--- config.mk ---
export PLATFORM = sky130hd
export DESIGN_NAME = psmc_ctrl
export DESIGN_NICKNAME = d
export VERILOG_FILES = /design/src/common/psmc_pkg.sv /design/src/rtl/psmc_ctrl.sv
export SDC_FILE = /design/constraint.sdc
export NUM_CORES = 1
export LEC_CHECK = 0
export BUFFER_PORTS_ARGS = -buffer_cell sky130_fd_sc_hd__buf_2
export CORE_MARGIN = 2
export CORE_UTILIZATION = 48
export DETAILED_ROUTE_END_ITERATION = 8
export PLACE_DENSITY = 0.73
export SYNTH_ARGS = -nofsm -noshare
export SYNTH_HDL_FRONTEND = slang
export SYNTH_SLANG_ARGS = --single-unit
--- constraint.sdc ---
create_clock -name clk_in -period 2.15 [get_ports clk_in]
set_input_delay 0.215 -clock clk_in [delete_from_list [all_inputs] [get_ports clk_in]]
set_output_delay 0.215 -clock clk_in [all_outputs]
set_load 0.01 [all_outputs]
--- src/common/psmc_pkg.sv ---
// constants and types shared by the power saving mode controller
package psmc_pkg;
  localparam logic [7:0] PSMC_HALT_OPCODE = 8'h8e;
  localparam int PSMC_SLOW_DIV = 32;
  localparam int PSMC_STAB_CYCLES = 256;
  localparam int PSMC_CNT_W = 16;
  // register map, byte offsets
  localparam logic [7:0] PSMC_REG_CTRL = 8'h00;
  localparam logic [7:0] PSMC_REG_STATUS = 8'h04;
  // control register fields
  localparam int PSMC_CTRL_SLOW_BIT = 0;
  localparam int PSMC_CTRL_WDGH_BIT = 1;
  localparam int PSMC_CTRL_PLL_BIT = 2;
  localparam logic [2:0] PSMC_CTRL_RST = 3'h0;
  // status register fields
  localparam int PSMC_STAT_AHSEL_BIT = 3;
  localparam int PSMC_STAT_WDG_BIT = 4;
  // mode codes shown in the status register
  localparam logic [2:0] PSMC_MODE_RUN = 3'h0;
  localparam logic [2:0] PSMC_MODE_SLOW = 3'h1;
  localparam logic [2:0] PSMC_MODE_WAIT = 3'h2;
  localparam logic [2:0] PSMC_MODE_SLOW_WAIT = 3'h3;
  localparam logic [2:0] PSMC_MODE_AHALT = 3'h4;
  localparam logic [2:0] PSMC_MODE_HALT = 3'h5;
  localparam logic [2:0] PSMC_MODE_STAB = 3'h6;

  typedef enum logic [2:0] {
    ST_RUN, ST_SLOW, ST_WAIT, ST_SLOW_WAIT, ST_AHALT, ST_HALT, ST_STAB
  } psmc_state_e;

  // wake-up timer configuration seen by the halt decision
  typedef struct packed {
    logic timebase_irq_enable;
    logic overflow_irq_enable;
    logic timer_clock_select_hi;
    logic timer_clock_select_lo;
  } psmc_tmr_cfg_s;

  // wake sources from the interrupt and reset logic
  typedef struct packed {
    logic irq_pending;
    logic irq_halt_wake;
    logic irq_timer_wake;
    logic reset_req;
  } psmc_wake_s;
endpackage

--- src/rtl/psmc_ctrl.sv ---
// power saving mode controller: run, slow, wait, active-halt and halt
//
// Overview of operation
// RULE_01: any reset starts in run, full clock
// RULE_02: slow select divides cpu clock by 32
// RULE_03: wait while slow gives slow-wait state
// RULE_04: lite timer clock always oscillator over 32
// RULE_05: wait stops cpu, peripherals keep running
// RULE_06: wait entry clears interrupt mask
// RULE_07: wait ends on interrupt or reset
// RULE_08: service pushes condition codes, masks interrupts
// RULE_09: halt picks active-halt from timer enables
// RULE_10: active-halt wakes on timer irq or reset
// RULE_11: reset from active-halt waits 256 cycles
// RULE_12: timer irq leaves active-halt without delay
// RULE_13: active-halt entry clears mask, pending wakes
// RULE_14: active-halt clocks only oscillator, wake timer
// RULE_15: active-halt, option clear: no watchdog reset
// RULE_16: full halt switches oscillator off
// RULE_17: halt wake restarts oscillator, 256-cycle delay
// RULE_18: halt entry forces mask clear, pending wakes
// RULE_19: halt with watchdog: reset or halt
// RULE_20: pll clock only after its startup delay; code waits only in the stabilisation count, a control write enables it at once
// RULE_21: opcode 8e decodes as halt
// RULE_22: state machine, every reset returns run
// RULE_23: option set resets, clear enters halt
//
// Chosen here: the register addresses and the strobed register port.
`timescale 1ns/10ps
module psmc_ctrl
  import psmc_pkg::*;
#(
  parameter int PLL_STAB_CYCLES = 64
) (
  input wire logic clk_in,
  input wire logic arst_n_in,
  input wire logic [7:0] addr_in,
  input wire logic [7:0] wr_data_in,
  input wire logic wr_en_in,
  input wire logic rd_en_in,
  output logic [7:0] rd_data_out,
  input wire logic opcode_valid_in,
  input wire logic [7:0] opcode_in,
  input wire logic wait_instr_in,
  input wire psmc_tmr_cfg_s tmr_cfg_in,
  input wire psmc_wake_s wake_in,
  input wire logic wdg_enabled_in,
  output logic cpu_clk_en_out,
  output logic periph_clk_en_out,
  output logic lite_timer_clk_en_out,
  output logic autoreload_timer_clk_en_out,
  output logic osc_en_out,
  output logic pll_clk_en_out,
  output logic imask_clear_out,
  output logic irq_service_out,
  output logic reset_fetch_out,
  output logic wdg_reset_out
);

  localparam logic [4:0] DIV_LAST = 5'(PSMC_SLOW_DIV - 1);
  localparam logic [PSMC_CNT_W-1:0] STAB_BASE =
    PSMC_CNT_W'(PSMC_STAB_CYCLES);
  localparam logic [PSMC_CNT_W-1:0] STAB_PLL =
    PSMC_CNT_W'(PSMC_STAB_CYCLES + PLL_STAB_CYCLES);

  logic rst_meta_r;
  logic rst_n_r;
  psmc_state_e state_r;
  psmc_state_e state_nxt;
  logic [2:0] ctrl_r;
  logic [4:0] div_cnt_r;
  logic [PSMC_CNT_W-1:0] stab_cnt_r;
  logic [PSMC_CNT_W-1:0] stab_len_r;
  logic stab_is_reset_r;
  logic [7:0] rd_data_r;
  logic svc_nxt;
  logic fetch_nxt;
  logic wdg_rst_nxt;
  logic halt_exec;
  logic ahalt_sel;
  logic slow_sel;
  logic div_last;
  logic enter_stab;
  logic asleep_nxt;
  logic asleep_r;
  logic [2:0] mode_code;

  // asynchronous assert, synchronous release
  always_ff @(posedge clk_in or negedge arst_n_in) begin
    if (!arst_n_in) begin
      rst_meta_r <= 1'b0;
      rst_n_r <= 1'b0;
    end else begin
      rst_meta_r <= 1'b1;
      rst_n_r <= rst_meta_r;
    end
  end

  assign slow_sel = ctrl_r[PSMC_CTRL_SLOW_BIT];
  assign halt_exec = opcode_valid_in &&
                     (opcode_in == PSMC_HALT_OPCODE); // RULE_21
  // table: lite timebase enable, or autoreload overflow with select 01
  assign ahalt_sel = tmr_cfg_in.timebase_irq_enable |
                     (tmr_cfg_in.overflow_irq_enable &
                      ~tmr_cfg_in.timer_clock_select_hi &
                      tmr_cfg_in.timer_clock_select_lo); // RULE_09
  assign div_last = (div_cnt_r == DIV_LAST);

  always_comb begin
    state_nxt = state_r;
    svc_nxt = 1'b0;
    fetch_nxt = 1'b0;
    wdg_rst_nxt = 1'b0;
    case (state_r)
      ST_RUN, ST_SLOW: begin
        if (wake_in.reset_req) begin
          fetch_nxt = 1'b1;
          state_nxt = ST_RUN; // RULE_22
        end else if (halt_exec) begin
          if (wdg_enabled_in && ctrl_r[PSMC_CTRL_WDGH_BIT]) begin
            wdg_rst_nxt = 1'b1; // RULE_19 RULE_23
          end else if (ahalt_sel) begin
            state_nxt = ST_AHALT; // RULE_09 RULE_15
          end else begin
            state_nxt = ST_HALT; // RULE_09 RULE_23
          end
        end else if (wait_instr_in) begin
          state_nxt = slow_sel ? ST_SLOW_WAIT : ST_WAIT; // RULE_03 RULE_05
        end else begin
          state_nxt = slow_sel ? ST_SLOW : ST_RUN; // RULE_02
        end
      end
      ST_WAIT, ST_SLOW_WAIT: begin
        if (wake_in.reset_req) begin
          fetch_nxt = 1'b1; // RULE_07
          state_nxt = ST_RUN;
        end else if (wake_in.irq_pending) begin
          svc_nxt = 1'b1; // RULE_07
          state_nxt = slow_sel ? ST_SLOW : ST_RUN;
        end
      end
      ST_AHALT: begin
        if (wake_in.reset_req) begin
          state_nxt = ST_STAB; // RULE_11
        end else if (wake_in.irq_timer_wake) begin
          svc_nxt = 1'b1; // RULE_10 RULE_12 RULE_13
          state_nxt = slow_sel ? ST_SLOW : ST_RUN;
        end
      end
      ST_HALT: begin
        if (wake_in.reset_req || wake_in.irq_halt_wake) begin
          state_nxt = ST_STAB; // RULE_17 RULE_18
        end
      end
      ST_STAB: begin
        if (stab_cnt_r == '0) begin
          if (stab_is_reset_r || wake_in.reset_req) begin
            fetch_nxt = 1'b1; // RULE_11 RULE_17
            state_nxt = ST_RUN;
          end else begin
            svc_nxt = 1'b1; // RULE_17
            state_nxt = slow_sel ? ST_SLOW : ST_RUN;
          end
        end
      end
      default: state_nxt = ST_RUN;
    endcase
  end

  always_ff @(posedge clk_in or negedge rst_n_r) begin
    if (!rst_n_r) begin
      state_r <= ST_RUN; // RULE_01 RULE_22
    end else begin
      state_r <= state_nxt;
    end
  end

  // stabilisation counter; the pll delay rides on top of the 256 cycles
  assign enter_stab = (state_nxt == ST_STAB) && (state_r != ST_STAB);
  always_ff @(posedge clk_in or negedge rst_n_r) begin
    if (!rst_n_r) begin
      stab_cnt_r <= '0;
      stab_len_r <= STAB_BASE;
      stab_is_reset_r <= 1'b0;
    end else if (enter_stab) begin
      stab_len_r <= ctrl_r[PSMC_CTRL_PLL_BIT] ? STAB_PLL : STAB_BASE;
      stab_cnt_r <= (ctrl_r[PSMC_CTRL_PLL_BIT] ? STAB_PLL : STAB_BASE)
                    - PSMC_CNT_W'(1); // RULE_17 RULE_20
      stab_is_reset_r <= wake_in.reset_req;
    end else if (state_r == ST_STAB) begin
      if (stab_cnt_r != '0) begin
        stab_cnt_r <= stab_cnt_r - PSMC_CNT_W'(1);
      end
      // a reset arriving mid-delay turns the exit into a reset fetch
      if (wake_in.reset_req) begin
        stab_is_reset_r <= 1'b1;
      end
    end
  end

  // divider only runs while the oscillator does
  always_ff @(posedge clk_in or negedge rst_n_r) begin
    if (!rst_n_r) begin
      div_cnt_r <= '0;
    end else if (state_r != ST_HALT) begin
      div_cnt_r <= div_cnt_r + 5'h01;
    end
  end

  assign asleep_nxt = (state_nxt == ST_WAIT) ||
                      (state_nxt == ST_SLOW_WAIT) ||
                      (state_nxt == ST_AHALT) ||
                      (state_nxt == ST_HALT);
  always_ff @(posedge clk_in or negedge rst_n_r) begin
    if (!rst_n_r) begin
      asleep_r <= 1'b0;
    end else begin
      asleep_r <= asleep_nxt;
    end
  end

  // clock enables, one cycle behind the state
  always_ff @(posedge clk_in or negedge rst_n_r) begin
    if (!rst_n_r) begin
      cpu_clk_en_out <= 1'b0;
      periph_clk_en_out <= 1'b0;
      lite_timer_clk_en_out <= 1'b0;
      autoreload_timer_clk_en_out <= 1'b0;
      osc_en_out <= 1'b1;
      pll_clk_en_out <= 1'b0;
    end else begin
      cpu_clk_en_out <= (state_r == ST_RUN) ||
                        ((state_r == ST_SLOW) && div_last); // RULE_02
      periph_clk_en_out <= (state_r == ST_RUN) ||
                           (state_r == ST_WAIT) ||
                           (((state_r == ST_SLOW) ||
                             (state_r == ST_SLOW_WAIT)) &&
                            div_last); // RULE_03 RULE_05
      // lite timer ignores slow mode; in active-halt it runs only if chosen
      lite_timer_clk_en_out <= div_last &&
                               (state_r != ST_HALT) &&
                               (state_r != ST_STAB) &&
                               ((state_r != ST_AHALT) ||
                                tmr_cfg_in.timebase_irq_enable);
      // RULE_04 RULE_14
      autoreload_timer_clk_en_out <= (state_r == ST_RUN) ||
                                     (state_r == ST_WAIT) ||
                                     (((state_r == ST_SLOW) ||
                                       (state_r == ST_SLOW_WAIT)) &&
                                      div_last) ||
                                     ((state_r == ST_AHALT) &&
                                      !tmr_cfg_in.timebase_irq_enable);
      osc_en_out <= (state_r != ST_HALT); // RULE_16
      pll_clk_en_out <= ctrl_r[PSMC_CTRL_PLL_BIT] &&
                        (state_r != ST_HALT) &&
                        (state_r != ST_AHALT) &&
                        (state_r != ST_STAB); // RULE_20
    end
  end

  // event pulses towards the cpu core and reset logic
  always_ff @(posedge clk_in or negedge rst_n_r) begin
    if (!rst_n_r) begin
      imask_clear_out <= 1'b0;
      irq_service_out <= 1'b0;
      reset_fetch_out <= 1'b0;
      wdg_reset_out <= 1'b0;
    end else begin
      imask_clear_out <= asleep_nxt && !asleep_r; // RULE_06 RULE_13 RULE_18
      // core pushes condition codes and sets the mask on this pulse
      irq_service_out <= svc_nxt; // RULE_08
      reset_fetch_out <= fetch_nxt;
      wdg_reset_out <= wdg_rst_nxt;
    end
  end

  // control register; a reset request also drops slow mode
  always_ff @(posedge clk_in or negedge rst_n_r) begin
    if (!rst_n_r) begin
      ctrl_r <= PSMC_CTRL_RST;
    end else if (wake_in.reset_req) begin
      ctrl_r[PSMC_CTRL_SLOW_BIT] <= 1'b0; // RULE_01
    end else if (wr_en_in && (addr_in == PSMC_REG_CTRL)) begin
      ctrl_r <= wr_data_in[2:0];
    end
  end

  always_comb begin
    case (state_r)
      ST_RUN: mode_code = PSMC_MODE_RUN;
      ST_SLOW: mode_code = PSMC_MODE_SLOW;
      ST_WAIT: mode_code = PSMC_MODE_WAIT;
      ST_SLOW_WAIT: mode_code = PSMC_MODE_SLOW_WAIT;
      ST_AHALT: mode_code = PSMC_MODE_AHALT;
      ST_HALT: mode_code = PSMC_MODE_HALT;
      ST_STAB: mode_code = PSMC_MODE_STAB;
      default: mode_code = PSMC_MODE_RUN;
    endcase
  end

  // read data valid only in the cycle after the strobe
  always_ff @(posedge clk_in or negedge rst_n_r) begin
    if (!rst_n_r) begin
      rd_data_r <= 8'h00;
    end else if (rd_en_in && (addr_in == PSMC_REG_CTRL)) begin
      rd_data_r <= {5'h00, ctrl_r};
    end else if (rd_en_in && (addr_in == PSMC_REG_STATUS)) begin
      rd_data_r <= {3'h0, wdg_enabled_in, ahalt_sel, mode_code};
    end else begin
      rd_data_r <= 8'h00;
    end
  end
  assign rd_data_out = rd_data_r;

  // ---------------- checks ----------------
  logic [PSMC_CNT_W-1:0] chk_stab_r;
  always_ff @(posedge clk_in or negedge rst_n_r) begin
    if (!rst_n_r) begin
      chk_stab_r <= '0;
    end else if (state_r == ST_STAB) begin
      chk_stab_r <= chk_stab_r + PSMC_CNT_W'(1);
    end else begin
      chk_stab_r <= '0;
    end
  end
endmodule

==> summary.md <==
| Metric | Value |
|---|---|
| Inserted Clock Buffers | `5` |
| Setup_tns | `0 ps` |
| # IOs | `57` |
| Final hold violation count | `0` |
| DR iter-0 viols | `76` |
| WHS | `roughly 120 ps` |
| Area Growth Syn to Fin | `18.6%` |
| Final Core Density | `60.3%` |
| Commonest non-fill, non-tap cells in the layout | `buf_2 (48), dfrtp_1 (44), nor2_1 (22)` |
| Hold Crit Class | `reg -> async` |
| Area leader, netlist | `dfrtp_1` |
| Sequential area share after synthesis | `about half` |
| Crit Reg-Reg Startpoint | `stab_cnt_r[0]` |
| Total leakage power | `roughly 1.2 nW` |
| Final Max Slew Viols | `0` |
| Initial antenna violation count | `0` |
| Worst reg2reg endpoint | `stab_cnt_r[8]` |
| Initial Utilization | `between 50% and 60%` |
| Fmax | `0.499 GHz` |
| Final min period | `2000 ps` |
| Number of fill cells | `390` |
| Worst Path Buf+Inv | `3` |
| Port Buffers | `between 40 and 50` |
| Primary FF master, synth | `dfrtp_1` |
| Die area | `between 5000 and 6000 sq um` |
| Drt drc | `0` |
| Slowest-stage cell, CP | `dfrtp_1` |
| Detail Route Antenna Nets | `0` |
| Max FO, Critical Path | `8` |
| Pin count of the biggest net entering global routing | `36` |
| Total wire length | `around 4500 microns` |
| Die Y | `just over 70 microns` |
| CTS tree | `done` |
| Share of the synthesized area in the top cell type | `49.8%` |
| EDFF count, synth | `0` |
| Yosys cell types | `50` |
| Post-synth ARST share | `between 90% and 100%` |
| Part of the cycle the worst path needs | `93.2%` |
| Via density | `roughly 5.6` |
| Mean Syn Cell Area | `between 10 and 15 sq um` |
| Clock tree buffer depth | `2` |
| Total congestion overflow | `0` |
| VDD IR max | `0.630 mV` |
| Reg-to-reg slack, setup | `150 ps` |
| GPL Wtd Cong | `around 0.80` |
| Worst-case reg-to-reg path depth | `9` |
| Synthesized flop and latch total | `46` |
| Max incr delay on CP | `approximately 400 ps` |
| Share of layout cells above drive strength 1 | `a little under a third` |
| WP data required | `2370 ps` |
| Area contributors post-synth | `dfrtp_1 (50%), nor2_1 (3.7%), nand2_1 (2.8%)` |
| Synth warn | `0` |
| Worst setup SP type | `register` |
| Status | `finished clean` |
| First-pass GRT wire length | `between 7000 and 8000 microns` |
| Number of global-route vias before repair | `approximately 1700` |
| # nets final | `~310` |
| Diode count | `0` |
| Post-route setup slack | `147 ps` |
| Root buf cell | `clkbuf_8` |
| CP most frequent cell | `buf_4` |
| CTS Sinks | `46` |
| Core area | `~4400 sq um` |
| Cell Chain, Critical Path | `inv_1 -> ha_1 -> nor3b_1 -> buf_4 -> nand4b_4 -> buf_4 -> nand3_1 -> or3_1 -> a31oi_1` |
| Clock Skew | `just under 6 ps` |
| Wirelength per Cell | `14.0 microns` |
| Post-Syn Instances | `215` |
| Max-Cap Viols | `0` |
| Worst Path Arrival | `2220 ps` |
| Setup WS pre-CTS | `~130 ps` |
| CP endpoint kind | `register` |
| Delay-heaviest family, CP | `simple AND/OR/NAND/NOR gates` |
| Die Width | `72.6 microns` |
| Worst skew pair latency | `roughly 290 ps` |
| WS Path Type | `reg -> reg` |
| Total GRT Usage | `roughly a fifth` |
| Post-synthesis instance area | `about 2300 sq um` |
| H-tree depth | `2` |
| Clk slew on worst S/H paths | `90 ps` |
| Row cnt | `24` |
| TritonRoute pass-1 iters | `4` |
| RSZ-0062 raised after global routing | `no` |
| Power density over cell area | `about 890 nW/um^2` |
| Most common cell after layout, fill and taps aside | `buf_2` |
| Setup violators final | `0` |
| Post-DP HPWL | `3400 microns` |
| Vias post-DR | `about 1800` |
[synth_stat cells, types with 3 or more instances]
library cell	instances
dfrtp_1	45
nor2_1	22
nand2_1	17
nand3_1	10
a21oi_1	9
nor3_1	9
inv_1	7
o21ai_0	7
a31oi_1	6
xor2_1	5
clkbuf_1	4
ha_1	4
mux2_2	4
nand4_1	4
o22ai_1	4
buf_4	3
mux2i_1	3
nor4_1	3
nor4_4	3
or3_1	3
[cell type report]
| class | instances | area [sq um] | share of cell area (%) |
|---|---|---|---|
| multi-input combinational | 154 | 1030 | 38.4 |
| clock buffer | 6 | 72.6 | 2.71 |
| tap | 52 | 65.1 | 2.43 |
| sequential | 46 | 1150 | 43.0 |
| clock inverter | 2 | 37.5 | 1.40 |
| inverter | 7 | 26.3 | 0.980 |
| timing repair buffer | 55 | 295 | 11.0 |
[worst max path at each step]
stage / cells past startpoint / slack, ps / startpoint / end
after CTS: 9 / 150 / stab_cnt_r[0] / stab_cnt_r[12]
after global placement: 9 / 220 / stab_cnt_r[0] / stab_cnt_r[8]
after global routing: 9 / 10 / stab_cnt_r[0] / stab_cnt_r[8]
after floorplan: 8 / 280 / stab_cnt_r[0] / stab_cnt_r[4]
final: 9 / 150 / stab_cnt_r[0] / stab_cnt_r[8]
after detailed placement: 9 / 130 / stab_cnt_r[0] / stab_cnt_r[12]
[repair_timing]
action / 4_1_cts / 5_1_grt
endpoints found under the hold margin: 2 / 0
setup buffers: 0 / 0
hold buffers: 1 / 0
resized for setup: 0 / 1
endpoints found under the setup margin: 0 / 1
[logic make-up after synthesis]
family | count (synthesis) | synth area share, %
DFF | 46 | 51.0
muxes | 7 | 3.32
and+or+nand+nor | 92 | 25.1
xor gates and xnor gates | 7 | 2.71
buffers and inverters | 17 | 3.77
AOI/OAI and AO/OA | 40 | 11.5
other | 2 | 0.332
adders and majority gates | 4 | 2.21
[routing by layer]
layer,wire length (microns),track usage [%],vias up
met4,44,5.56,0
met1,2080,24.4,885
met2,2210,30.4,50
met5,0,0,-
li1,-,-,875
met3,184,5.80,2
[registers in the layout (all words and copies together) (netlist names), 3 cells and up]
signal       cells
ctrl_r           3
div_cnt_r        5
rd_data_out      5
stab_cnt_r      16
state_r          3
[stage by stage]
step           area [sq um]  instances  power (W)
6_report               2680        322    0.00240
5_1_grt                2680        322    0.00255
4_1_cts                2680        322    0.00242
3_5_place_dp           2560        313    0.00179
3_3_place_gp           2560        313    0.00175
2_1_floorplan          2270        217    0.00164
[where the power goes]
part	switching, W	internal, W
Combinational	0.000211	0.000252
Clock	0.000284	0.000347
Sequential	0.000247	0.00106
Total	0.000742	0.00166
Power figures use the tool's default switching activity.
